<file path="src/design/dtmc_pkg.sv">
// constants for the dual timer mode configuration block
// assumes one core clock; software reaches the registers through a byte-wide register port
package dtmc_pkg;
	// ==========================================
	// register selects on the register port
	localparam logic [2:0] SEL_MODE = 3'h0;
	localparam logic [2:0] SEL_T0LO = 3'h1;
	localparam logic [2:0] SEL_T0HI = 3'h2;
	localparam logic [2:0] SEL_T1LO = 3'h3;
	localparam logic [2:0] SEL_T1HI = 3'h4;
	// ==========================================
	// mode register fields and reset value
	localparam logic [7:0] MODE_RESET = 8'h00;
	localparam int T0_MODE_LSB = 0;
	localparam int T0_SRC_BIT = 2;
	localparam int T0_GATE_BIT = 3;
	localparam int T1_MODE_LSB = 4;
	localparam int T1_SRC_BIT = 6;
	localparam int T1_GATE_BIT = 7;
	localparam logic [4:0] M13_LOW_FULL = 5'h1f;
	localparam logic [7:0] BYTE_FULL = 8'hff;
	// ==========================================
	// operating modes
	typedef enum logic [1:0] {
		MODE_13BIT = 2'h0,
		MODE_16BIT = 2'h1,
		MODE_8RELOAD = 2'h2,
		MODE_SPLIT = 2'h3
	} dtmc_mode_t;
endpackage : dtmc_pkg

</file>
<file path="src/design/dtmc_pin_sync.sv">
// three-stage synchroniser with falling-edge detect for one pin
// assumes the pin is asynchronous to core_clk
`timescale 1ns/1ns
module dtmc_pin_sync (
	// clock and reset
	input wire logic core_clk,
	input wire logic rst,
	// pin side
	input wire logic pinIn,
	// core side
	output logic level,
	output logic fall
);
	logic s1_r, s2_r, s3_r, level_r, fall_r;
	logic level_nxt, fall_nxt;

	// ==========================================
	// filtered level: only moves when stages two and three agree
	always_comb begin
		level_nxt = level_r;
		fall_nxt = 1'b0;
		if (s2_r == s3_r) begin
			level_nxt = s3_r;
			fall_nxt = level_r & ~s3_r; // one pulse per high-to-low
		end
	end

	// stage one is read by stage two only
	always_ff @(posedge core_clk or posedge rst) begin
		if (rst) begin
			s1_r <= 1'b1;
			s2_r <= 1'b1;
			s3_r <= 1'b1;
			level_r <= 1'b1;
			fall_r <= 1'b0;
		end else begin
			s1_r <= pinIn;
			s2_r <= s1_r;
			s3_r <= s2_r;
			level_r <= level_nxt;
			fall_r <= fall_nxt;
		end
	end

	assign level = level_r;
	assign fall = fall_r;
endmodule : dtmc_pin_sync

</file>
<file path="src/design/dtmc_timer.sv">
// two counter/timers with their shared mode register
// assumes run bits and clock ticks come from core_clk logic; pins are asynchronous
// Notes on behaviour
// - gate off counts on run bit alone; gate on also needs irq pin high
// - timer 0 mode is mode register bits 1 and 0
// - timer 0 modes 00 13-bit, 01 16-bit, 10 8-bit auto-reload
// - timer 1 mode in bits 5-4; 10 is 8-bit auto-reload
// - timer 1 mode 11 stops timer 1 regardless of its run bit
// - timer 0 split: low byte own controls, high byte on timer 1 run, sets its flag
// - during split timer 1 runs by mode only, internal clock, no flag, trigger kept
`timescale 1ns/1ns
module dtmc_timer (
	// clock and reset
	input wire logic core_clk,
	input wire logic rst,
	// register port
	input wire logic sfrWe,
	input wire logic [2:0] sfrSel,
	input wire logic [7:0] sfrWdata,
	output logic [7:0] sfrRdata,
	// run bits and internal ticks
	input wire logic timer0_run,
	input wire logic timer1_run,
	input wire logic timer0Tick,
	input wire logic timer1Tick,
	// pins
	input wire logic ext_irq0_pin_n,
	input wire logic ext_irq1_pin_n,
	input wire logic timer0_count_input,
	input wire logic timer1_count_input,
	// events
	output logic timer0OvfSet,
	output logic timer1OvfSet,
	output logic timer1Trigger
);
	logic [7:0] modeCfg_r, modeCfg_nxt;
	logic [7:0] timer0_low_byte_r, timer0_low_byte_nxt, timer0_high_byte_r, timer0_high_byte_nxt;
	logic [7:0] t1Lo_r, t1Lo_nxt, t1Hi_r, t1Hi_nxt;
	logic [7:0] rdata_r, rdata_nxt;
	logic ovf0_r, ovf0_nxt, ovf1_r, ovf1_nxt, trig_r, trig_nxt;
	logic irq0Lvl, irq1Lvl, cnt0Fall, cnt1Fall;
	logic [1:0] t0Mode, t1Mode;
	logic t0Split, t0En, t1En, inc0, inc1, incHi0;
	logic [16:0] step0, step1;

	// ==========================================
	// pin synchronisers
	dtmc_pin_sync uIrq0 (.core_clk(core_clk), .rst(rst), .pinIn(ext_irq0_pin_n),
		.level(irq0Lvl), .fall());
	dtmc_pin_sync uIrq1 (.core_clk(core_clk), .rst(rst), .pinIn(ext_irq1_pin_n),
		.level(irq1Lvl), .fall());
	dtmc_pin_sync uCnt0 (.core_clk(core_clk), .rst(rst), .pinIn(timer0_count_input),
		.level(), .fall(cnt0Fall));
	dtmc_pin_sync uCnt1 (.core_clk(core_clk), .rst(rst), .pinIn(timer1_count_input),
		.level(), .fall(cnt1Fall));

	// ==========================================
	// one increment of a timer pair; result is {overflow, high, low}
	function automatic logic [16:0] stepPair(input logic [7:0] hi, input logic [7:0] lo,
			input logic [1:0] mode);
		logic [16:0] r;
		r = {1'b0, hi, lo};
		case (mode)
			dtmc_pkg::MODE_13BIT: begin
				// upper three bits of the low byte are left alone
				if (lo[4:0] == dtmc_pkg::M13_LOW_FULL) begin
					r = {(hi == dtmc_pkg::BYTE_FULL), 8'(hi + 8'h01), lo[7:5], 5'h00};
				end else begin
					r = {1'b0, hi, lo[7:5], 5'(lo[4:0] + 5'h01)};
				end
			end
			dtmc_pkg::MODE_16BIT: begin
				r = 17'({1'b0, hi, lo} + 17'h00001);
			end
			dtmc_pkg::MODE_8RELOAD: begin
				if (lo == dtmc_pkg::BYTE_FULL) begin
					r = {1'b1, hi, hi};
				end else begin
					r = {1'b0, hi, 8'(lo + 8'h01)};
				end
			end
			default: begin
				r = {1'b0, hi, lo};
			end
		endcase
		return r;
	endfunction : stepPair

	// ==========================================
	// mode decode and count enables
	always_comb begin
		t0Mode = modeCfg_r[dtmc_pkg::T0_MODE_LSB +: 2];
		t1Mode = modeCfg_r[dtmc_pkg::T1_MODE_LSB +: 2];
		t0Split = (t0Mode == dtmc_pkg::MODE_SPLIT);
		t0En = timer0_run & (~modeCfg_r[dtmc_pkg::T0_GATE_BIT] | irq0Lvl);
		t1En = timer1_run & (~modeCfg_r[dtmc_pkg::T1_GATE_BIT] | irq1Lvl);
		inc0 = t0En & (modeCfg_r[dtmc_pkg::T0_SRC_BIT] ? cnt0Fall : timer0Tick);
		// high byte in split mode is a pure timer on the internal tick
		incHi0 = t0Split & timer1_run & timer0Tick;
		if (t1Mode == dtmc_pkg::MODE_SPLIT) begin
			inc1 = 1'b0;
		end else if (t0Split) begin
			inc1 = timer1Tick;
		end else begin
			inc1 = t1En & (modeCfg_r[dtmc_pkg::T1_SRC_BIT] ? cnt1Fall : timer1Tick);
		end
		step0 = stepPair(timer0_high_byte_r, timer0_low_byte_r, t0Mode);
		step1 = stepPair(t1Hi_r, t1Lo_r, t1Mode);
	end

	// ==========================================
	// counters, events and register writes; a write wins over a count in the same cycle
	always_comb begin
		modeCfg_nxt = modeCfg_r;
		timer0_low_byte_nxt = timer0_low_byte_r;
		timer0_high_byte_nxt = timer0_high_byte_r;
		t1Lo_nxt = t1Lo_r;
		t1Hi_nxt = t1Hi_r;
		ovf0_nxt = 1'b0;
		ovf1_nxt = 1'b0;
		trig_nxt = 1'b0;
		if (t0Split) begin
			if (inc0) begin
				timer0_low_byte_nxt = 8'(timer0_low_byte_r + 8'h01);
				ovf0_nxt = (timer0_low_byte_r == dtmc_pkg::BYTE_FULL);
			end
			if (incHi0) begin
				timer0_high_byte_nxt = 8'(timer0_high_byte_r + 8'h01);
				ovf1_nxt = (timer0_high_byte_r == dtmc_pkg::BYTE_FULL);
			end
		end else if (inc0) begin
			{ovf0_nxt, timer0_high_byte_nxt, timer0_low_byte_nxt} = step0;
		end
		if (inc1) begin
			{trig_nxt, t1Hi_nxt, t1Lo_nxt} = step1;
			// trigger still serves converters and baud logic during split
			if (!t0Split) begin
				ovf1_nxt = step1[16];
			end
		end
		if (sfrWe) begin
			case (sfrSel)
				dtmc_pkg::SEL_MODE: modeCfg_nxt = sfrWdata;
				dtmc_pkg::SEL_T0LO: timer0_low_byte_nxt = sfrWdata;
				dtmc_pkg::SEL_T0HI: timer0_high_byte_nxt = sfrWdata;
				dtmc_pkg::SEL_T1LO: t1Lo_nxt = sfrWdata;
				dtmc_pkg::SEL_T1HI: t1Hi_nxt = sfrWdata;
				default: modeCfg_nxt = modeCfg_r;
			endcase
		end
		case (sfrSel)
			dtmc_pkg::SEL_MODE: rdata_nxt = modeCfg_nxt;
			dtmc_pkg::SEL_T0LO: rdata_nxt = timer0_low_byte_nxt;
			dtmc_pkg::SEL_T0HI: rdata_nxt = timer0_high_byte_nxt;
			dtmc_pkg::SEL_T1LO: rdata_nxt = t1Lo_nxt;
			dtmc_pkg::SEL_T1HI: rdata_nxt = t1Hi_nxt;
			default: rdata_nxt = 8'h00;
		endcase
	end

	// registers
	always_ff @(posedge core_clk or posedge rst) begin
		if (rst) begin
			modeCfg_r <= dtmc_pkg::MODE_RESET;
			timer0_low_byte_r <= 8'h00;
			timer0_high_byte_r <= 8'h00;
			t1Lo_r <= 8'h00;
			t1Hi_r <= 8'h00;
			rdata_r <= 8'h00;
			ovf0_r <= 1'b0;
			ovf1_r <= 1'b0;
			trig_r <= 1'b0;
		end else begin
			modeCfg_r <= modeCfg_nxt;
			timer0_low_byte_r <= timer0_low_byte_nxt;
			timer0_high_byte_r <= timer0_high_byte_nxt;
			t1Lo_r <= t1Lo_nxt;
			t1Hi_r <= t1Hi_nxt;
			rdata_r <= rdata_nxt;
			ovf0_r <= ovf0_nxt;
			ovf1_r <= ovf1_nxt;
			trig_r <= trig_nxt;
		end
	end

	assign sfrRdata = rdata_r;
	assign timer0OvfSet = ovf0_r;
	assign timer1OvfSet = ovf1_r;
	assign timer1Trigger = trig_r;
endmodule : dtmc_timer

</file>
<file path="config.mk">
export PLATFORM = sky130hd
export DESIGN_NAME = dtmc_timer
export DESIGN_NICKNAME = d
export VERILOG_FILES = /design/src/design/dtmc_pkg.sv /design/src/design/dtmc_pin_sync.sv /design/src/design/dtmc_timer.sv
export SDC_FILE = /design/constraint.sdc
export NUM_CORES = 1
export LEC_CHECK = 0
export ABC_AREA = 0
export BUFFER_PORTS_ARGS = -buffer_cell sky130_fd_sc_hd__buf_2
export CORE_MARGIN = 3
export CORE_UTILIZATION = 60
export DETAILED_ROUTE_END_ITERATION = 10
export GPL_TIMING_DRIVEN = 0
export PLACE_DENSITY = 0.79
export SLEW_MARGIN = 20
export SYNTH_ARGS = -nofsm -noshare
export SYNTH_HDL_FRONTEND = slang
export SYNTH_SLANG_ARGS = --single-unit
</file>
<file path="constraint.sdc">
create_clock -name core_clk -period 3.7 [get_ports core_clk]
set_input_delay 0.185 -clock core_clk [delete_from_list [all_inputs] [get_ports core_clk]]
set_output_delay 0.185 -clock core_clk [all_outputs]
set_load 0.1 [all_outputs]
</file>
== After elaboration in Yosys (flattened, before gate mapping) ==
Cells that the tools add are included.

* Register bits: 69
* Bits of input ports: 22

* Add/subtract/negate cells: 8
* Equal/unequal tests: 20
* Muxes and demuxes: 39
* Bitwise operators: 14
* Reductions and logical operators: 3

{| class="wikitable"
|+ Operators with widths
! kind !! number
|-
| 8-bit two-way mux || 18
|-
| 17-bit one-hot mux with 3 select lines || 2
|-
| 17-bit two-way mux || 4
|-
| 8-bit one-hot mux with 5 select lines || 1
|-
| 16-bit by 1-bit adder with 17-bit output, second input constant || 2
|-
| 8-bit by 1-bit adder with 8-bit output, second input constant || 4
|-
| 8-bit equality test, second input constant || 4
|-
| 1-bit two-way mux || 14
|-
| 5-bit by 1-bit adder with 5-bit output, second input constant || 2
|-
| 5-bit equality test, second input constant || 2
|-
| 1-bit bitwise AND || 8
|-
| 2-bit equality test, second input constant || 4
|-
| 3-bit by 2-bit equality test with 1-bit output, second input constant || 2
|-
| 1-bit equality test || 4
|-
| 2-bit by 1-bit equality test with 1-bit output, second input constant || 2
|-
| 2-bit zero test || 2
|-
| 1-bit NOT || 4
|-
| 3-bit by 1-bit equality test with 1-bit output, second input constant || 1
|-
| 3-bit equality test, second input constant || 1
|-
| 3-bit zero test || 1
|-
| 1-bit bitwise OR || 2
|}

== Logic depth before layout (Yosys ltp) ==
* Word-level depth: 10
* Gate-level depth with buffers: 12
* Depth with buffers taken out: 11

== Cells and area by module ==
From an unflattened synthesis, not the netlist that was laid out.

* Cell total of the unflattened synthesis: 554
* Area total of the unflattened synthesis: 4838.4 um^2

{| class="wikitable"
|+ By module, submodules not included
! module !! times used !! cells an instance !! area each (um^2) !! sequential area each (um^2)
|-
| dtmc_timer || 1 || 522 || 4227.8 || 1276.2
|-
| dtmc_pin_sync || 4 || 8 || 152.6 || 130.1
|}

== Worst setup path after synthesis ==
No wires, ideal clock.

* Path type: register to register
* Start point: reg timer0_low_byte_r[0]
* End point: reg rdata_r[6] (netlist: sfrRdata[6])
* Library setup time: 139 ps
* Data arrival time: 2567 ps
* Data required time: 3561 ps
* Path slack: 995 ps
* Cell stages (with the launch flop): 12
* Buffers on the path: 0
* Clock period less this slack: 2705 ps
* Cells stage by stage: dfrtp_1 > ha_1 > nand3_1 > inv_1 > ha_1 > nor3b_2 > a31o_1 > a31oi_4 > o21ai_1 > o21ai_1 > o211a_1 > or4_1

* Cells in the longest elaborated chain, start to end: 8
* Elaborated cells between the ends (all ways): 17
* Those cells by class: add/sub: 2; eq/ne: 2; mux: 13

{| class="wikitable"
|+ RTL lines
! what !! line !! RTL
|-
| from (decl) || dtmc_timer.sv:37 || <nowiki>logic [7:0] timer0_low_byte_r, timer0_low_byte_nxt, timer0_high_byte_r, timer0_high_byte_nxt;</nowiki>
|-
| from (signal assigned) || dtmc_timer.sv:175 || <nowiki>timer0_low_byte_r <= timer0_low_byte_nxt;</nowiki>
|-
| 8-bit by 1-bit adder with 8-bit output, or another cell as far along || dtmc_timer.sv:79, dtmc_timer.sv:124 ||
|-
| 17-bit two-way mux, on equally long branches || dtmc_timer.sv:76, dtmc_timer.sv:66 ||
|-
| 17-bit one-hot mux with 3 select lines || dtmc_timer.sv:63 || <nowiki>case (mode)</nowiki>
|-
| 8-bit two-way mux || dtmc_timer.sv:131 || <nowiki>end else if (inc0) begin</nowiki>
|-
| 8-bit two-way mux || dtmc_timer.sv:122 || <nowiki>if (t0Split) begin</nowiki>
|-
| 8-bit two-way mux || dtmc_timer.sv:142 || <nowiki>case (sfrSel)</nowiki>
|-
| 8-bit two-way mux || dtmc_timer.sv:141 || <nowiki>if (sfrWe) begin</nowiki>
|-
| 8-bit one-hot mux with 5 select lines (*) || dtmc_timer.sv:151 || <nowiki>case (sfrSel)</nowiki>
|-
| net rdata_nxt[6] || dtmc_timer.sv:39 || <nowiki>logic [7:0] rdata_r, rdata_nxt;</nowiki>
|-
| to (signal assigned) || dtmc_timer.sv:179 || <nowiki>rdata_r <= rdata_nxt;</nowiki>
|-
| to (decl) || dtmc_timer.sv:39 ||
|}

The timed path passes the listed nets; every way through them passes the cells marked *.
A chain may end at the register's enable or synchronous reset.

== Worst setup path in the final report ==
* Start point: reg t1Lo_r[0]
* End point: reg rdata_r[6] (netlist: sfrRdata[6])

* Cells in the longest elaborated chain, start to end: 7
* Elaborated cells between the ends (all ways): 14
* Those cells by class: add/sub: 2; eq/ne: 2; mux: 10

{| class="wikitable"
|+ RTL lines
! what !! line !! RTL
|-
| from (decl) || dtmc_timer.sv:38 || <nowiki>logic [7:0] t1Lo_r, t1Lo_nxt, t1Hi_r, t1Hi_nxt;</nowiki>
|-
| from (signal assigned) || dtmc_timer.sv:177 || <nowiki>t1Lo_r <= t1Lo_nxt;</nowiki>
|-
| 8-bit by 1-bit adder with 8-bit output, or another cell as far along || dtmc_timer.sv:79 || <nowiki>r = {1'b0, hi, 8'(lo + 8'h01)};</nowiki>
|-
| 17-bit two-way mux, on equally long branches || dtmc_timer.sv:76, dtmc_timer.sv:66 ||
|-
| 17-bit one-hot mux with 3 select lines (*) || dtmc_timer.sv:63 ||
|-
| 8-bit two-way mux || dtmc_timer.sv:134 || <nowiki>if (inc1) begin</nowiki>
|-
| 8-bit two-way mux || dtmc_timer.sv:142 ||
|-
| 8-bit two-way mux || dtmc_timer.sv:141 ||
|-
| 8-bit one-hot mux with 5 select lines (*) || dtmc_timer.sv:151 ||
|-
| net rdata_nxt[6] || dtmc_timer.sv:39 ||
|}

Marked as above.

==> flow_metrics.env <==
export IMPL_yosysTopAreaCell="dfrtp_1"
export IMPL_maxSlewHeadroom_pct=40.0
export IMPL_clockBufferDepth=2
export IMPL_timing_final_crit_share_pct=95.5
export IMPL_grt_pass1_vias=4619
export IMPL_track_usage_pct=36.5
export IMPL_remaining_drc_errors=0
export IMPL_synth_seq_area_share_pct=37.7
export IMPL_synth_edf_count=0
export IMPL_timing_hold_ws_ns=0.159
export IMPL_ys_flop_type="dfrtp_1"
export IMPL_power_frac_clock_pct=21.3
export IMPL_initial_core_util_pct=62.9
export IMPL_port_buffers=32
export IMPL_synthDistinctLibCells=73
export IMPL_ir_drop_mv=0.378
export IMPL_synthDominantCellAreaShare_pct=28.6
export IMPL_cts_root_buf="clkbuf_8"
export IMPL_synthesis_nets=576
export IMPL_rsz0062_at_grt="false"
export IMPL_area_delta_synth_final_pct=12.6
export IMPL_cts_tree="built"
export IMPL_grt_overflow=0
export IMPL_leakagePower_nw=2.08
export IMPL_path_cells="ha_1 > nand3_1 > inv_1 > ha_1 > nor2b_1 > a41o_1 > nand4_1 > nor3_1 > xnor2_1 > a211oi_1 > or4_1"
export IMPL_seqPwrFrac_pct=37.8
export IMPL_vias_per_cell=7.12
export IMPL_power_density_mw_per_mm2=619
export IMPL_yosysMostFrequentCell="nor2_1"
export IMPL_post_cts_buffers=0
export IMPL_die_y_um=93.9
export IMPL_multi_input_area_mm2=0.00271
export IMPL_syn_avg_cell_area_um2=8.45
export IMPL_cts_buffers_inserted=9
export IMPL_status="finished, final reports clean"
export IMPL_critical_path_max_fanout=7
export IMPL_min_path_cells=3
export IMPL_core_area_mm2=0.00737
export IMPL_sw_frac_of_total_pct=46.5
export IMPL_pwr_share_comb_pct=40.9
export IMPL_maxSlewViolCount=0
export IMPL_diodes=0
export IMPL_cpLargestDelayFamily="simple AND/OR/NAND/NOR gates"
export IMPL_async_flop_share_pct=100
export IMPL_clk_latency_ns=0.37
export IMPL_critPathRequiredTime_ns=3.93
export IMPL_first_iter_violations=749
export IMPL_htreeDepth=3
export IMPL_globalplace_congestion=1.05
export IMPL_intPower_mw=1.73
export IMPL_fillers=571
export IMPL_cp_num_buf_inv=1
export IMPL_hold_class="in2reg"
export IMPL_synth_area_leaders="dfrtp_1 29%, dfstp_2 9.1%, nor2_1 4.8%"
export IMPL_antenna_found_initial=0
export IMPL_worst_ep_arrival_time_ns=3.77
export IMPL_firstDrtPassIters=5
export IMPL_setup_violations=0
export IMPL_cp_start_kind="register"
export IMPL_cts_sinks=69
export IMPL_hpwlAfterDp_um=11300
export IMPL_grt_pass1_wl_um=24600
export IMPL_cp_end_kind="register"
export IMPL_clkSlewWorstSetupHoldPaths_ns=0.10
export IMPL_criticalPathCategory="reg2reg"
export IMPL_nets=625
export IMPL_syn_area_mm2=0.00463
export IMPL_cap_violations=0
export IMPL_max_stage_delay_ns=0.59
export IMPL_wirelength_um=15600
export IMPL_die_x_um=93.9
export IMPL_die_area_mm2=0.00881
export IMPL_fin_setup_tns_ns=0
export IMPL_ys_ff_latch=69
export IMPL_crit_path_top_delay_cell="or4_1"
export IMPL_finalClockSkew_ns=0.0142
export IMPL_post_route_min_period_ns=3.53
export IMPL_wire_per_inst_um=22.3
export IMPL_vias=4992
export IMPL_cp_depth=11
export IMPL_regArea_mm2=0.00175
export IMPL_synth_cells_most_frequent="59 x nor2_1, 53 x dfrtp_1, 50 x nand2_1"
export IMPL_crit_top_cell="ha_1"
export IMPL_grt_max_degree=58
export IMPL_netlist_instances=548
export IMPL_fmax_mhz=283
export IMPL_drive_above_1_share_pct=15.9
export IMPL_ant_nets=0
export IMPL_ios=33
export IMPL_reg2reg_depth=11
export IMPL_switchingPower_mw=1.50
export IMPL_synth_warnings=0
export IMPL_finalHoldViolations=0
export IMPL_rows=31
export IMPL_tightest_slew_ns=0.892
[cell families after synthesis]
| group | synth area share (%) |
|---|---|
| XOR/XNOR | 1.89 |
| buffers and inverters | 3.84 |
| flip-flops | 37.7 |
| adder cells (fa/ha/maj) | 2.49 |
| AO/OA/AOI/OAI | 25.0 |
| AND/OR/NAND/NOR | 25.7 |
| multiplexers | 3.40 |
[registers in the layout, indices dropped and copies added (netlist names), 8 cells and up]
name	count
sfrRdata	8
t1Hi_r	8
modeCfg_r	8
timer0_high_byte_r	8
timer0_low_byte_r	8
t1Lo_r	8
[repair_timing]
item | CTS | global route
hold buffers | 5 | 0
hold endpoints to repair | 16 | 0
setup endpoints to repair | 0 | 1
gates resized for setup | 0 | 1
[tightest hold or removal path, stage by stage]
cell and delay (ns):
buf_2 0.17, nand2_1 0.08, nand2_1 0.05
[cells in the final DEF (no fill, tap or decap), types with 9 or more instances in the layout]
cell,instances
a211oi_1,13
a21oi_1,39
a31oi_1,10
and3_1,10
buf_2,36
clkbuf_1,18
clkbuf_8,9
dfrtp_1,53
dfstp_2,16
inv_1,12
mux2_2,10
nand2_1,50
nand2b_1,14
nand3_1,26
nand4_1,17
nor2_1,59
nor3_1,16
o21ai_0,31
[metal layers]
layer	global-route usage, %	share of wire [%]	wire, um	up-vias
met4	15.8	4.1	635	0
li1	-	-	-	2169
met5	0	0	0	-
met3	8.89	15	2310	66
met1	52.6	40	6190	2317
met2	52.2	42	6500	440
[per-stage QoR]
stage / utilization [%] / setup slack, ns / cells / power [mW] / area (um^2)
2_1_floorplan: - / 0.995 / 548 / 2.07 / 4630
4_1_cts: 70.7 / 0.307 / 701 / 3.16 / 5210
5_1_grt: 70.8 / 0.0911 / 701 / 3.38 / 5220
3_5_place_dp: 67.1 / 0.319 / 680 / 2.47 / 4950
6_report: 70.8 / 0.166 / 701 / 3.23 / 5220
3_3_place_gp: 66.7 / 0.363 / 679 / 2.44 / 4920
[path summary, 6_finish.rpt]
check                                 start                   end  slack [ns]
worst max-delay path              t1Lo_r[0]           sfrRdata[6]        0.17
worst min-delay path            sfrWdata[4]  timer0_low_byte_r[4]        0.16
worst max register to register    t1Lo_r[0]           sfrRdata[6]        0.17
worst min register to register   uCnt0.s1_r            uCnt0.s2_r        0.36
max in group asynchronous               rst           uCnt1.level        2.87
min in group asynchronous               rst         timer1Trigger        0.27
[power by group through the flow]
stage / Clock, mW / Sequential (mW) / Combinational, mW
3_5_place_dp: 0 / 1.21 / 1.26
2_1_floorplan: 0 / 1.23 / 0.840
6_report: 0.687 / 1.22 / 1.32
4_1_cts: 0.687 / 1.20 / 1.27
5_1_grt: 0.715 / 1.23 / 1.43
3_3_place_gp: 0 / 1.21 / 1.23
[area by class of cell]
cell class	instances	share of cell area [%]
clock buffers	9	2.38
repair buffers	38	4.56
flip-flops and latches	69	33.5
inverters	14	1.06
multi-input cells	438	52.0
clock inverters	7	1.70
plain buffers	27	2.40
well taps	99	2.38
(Power assumes the default switching activity.)
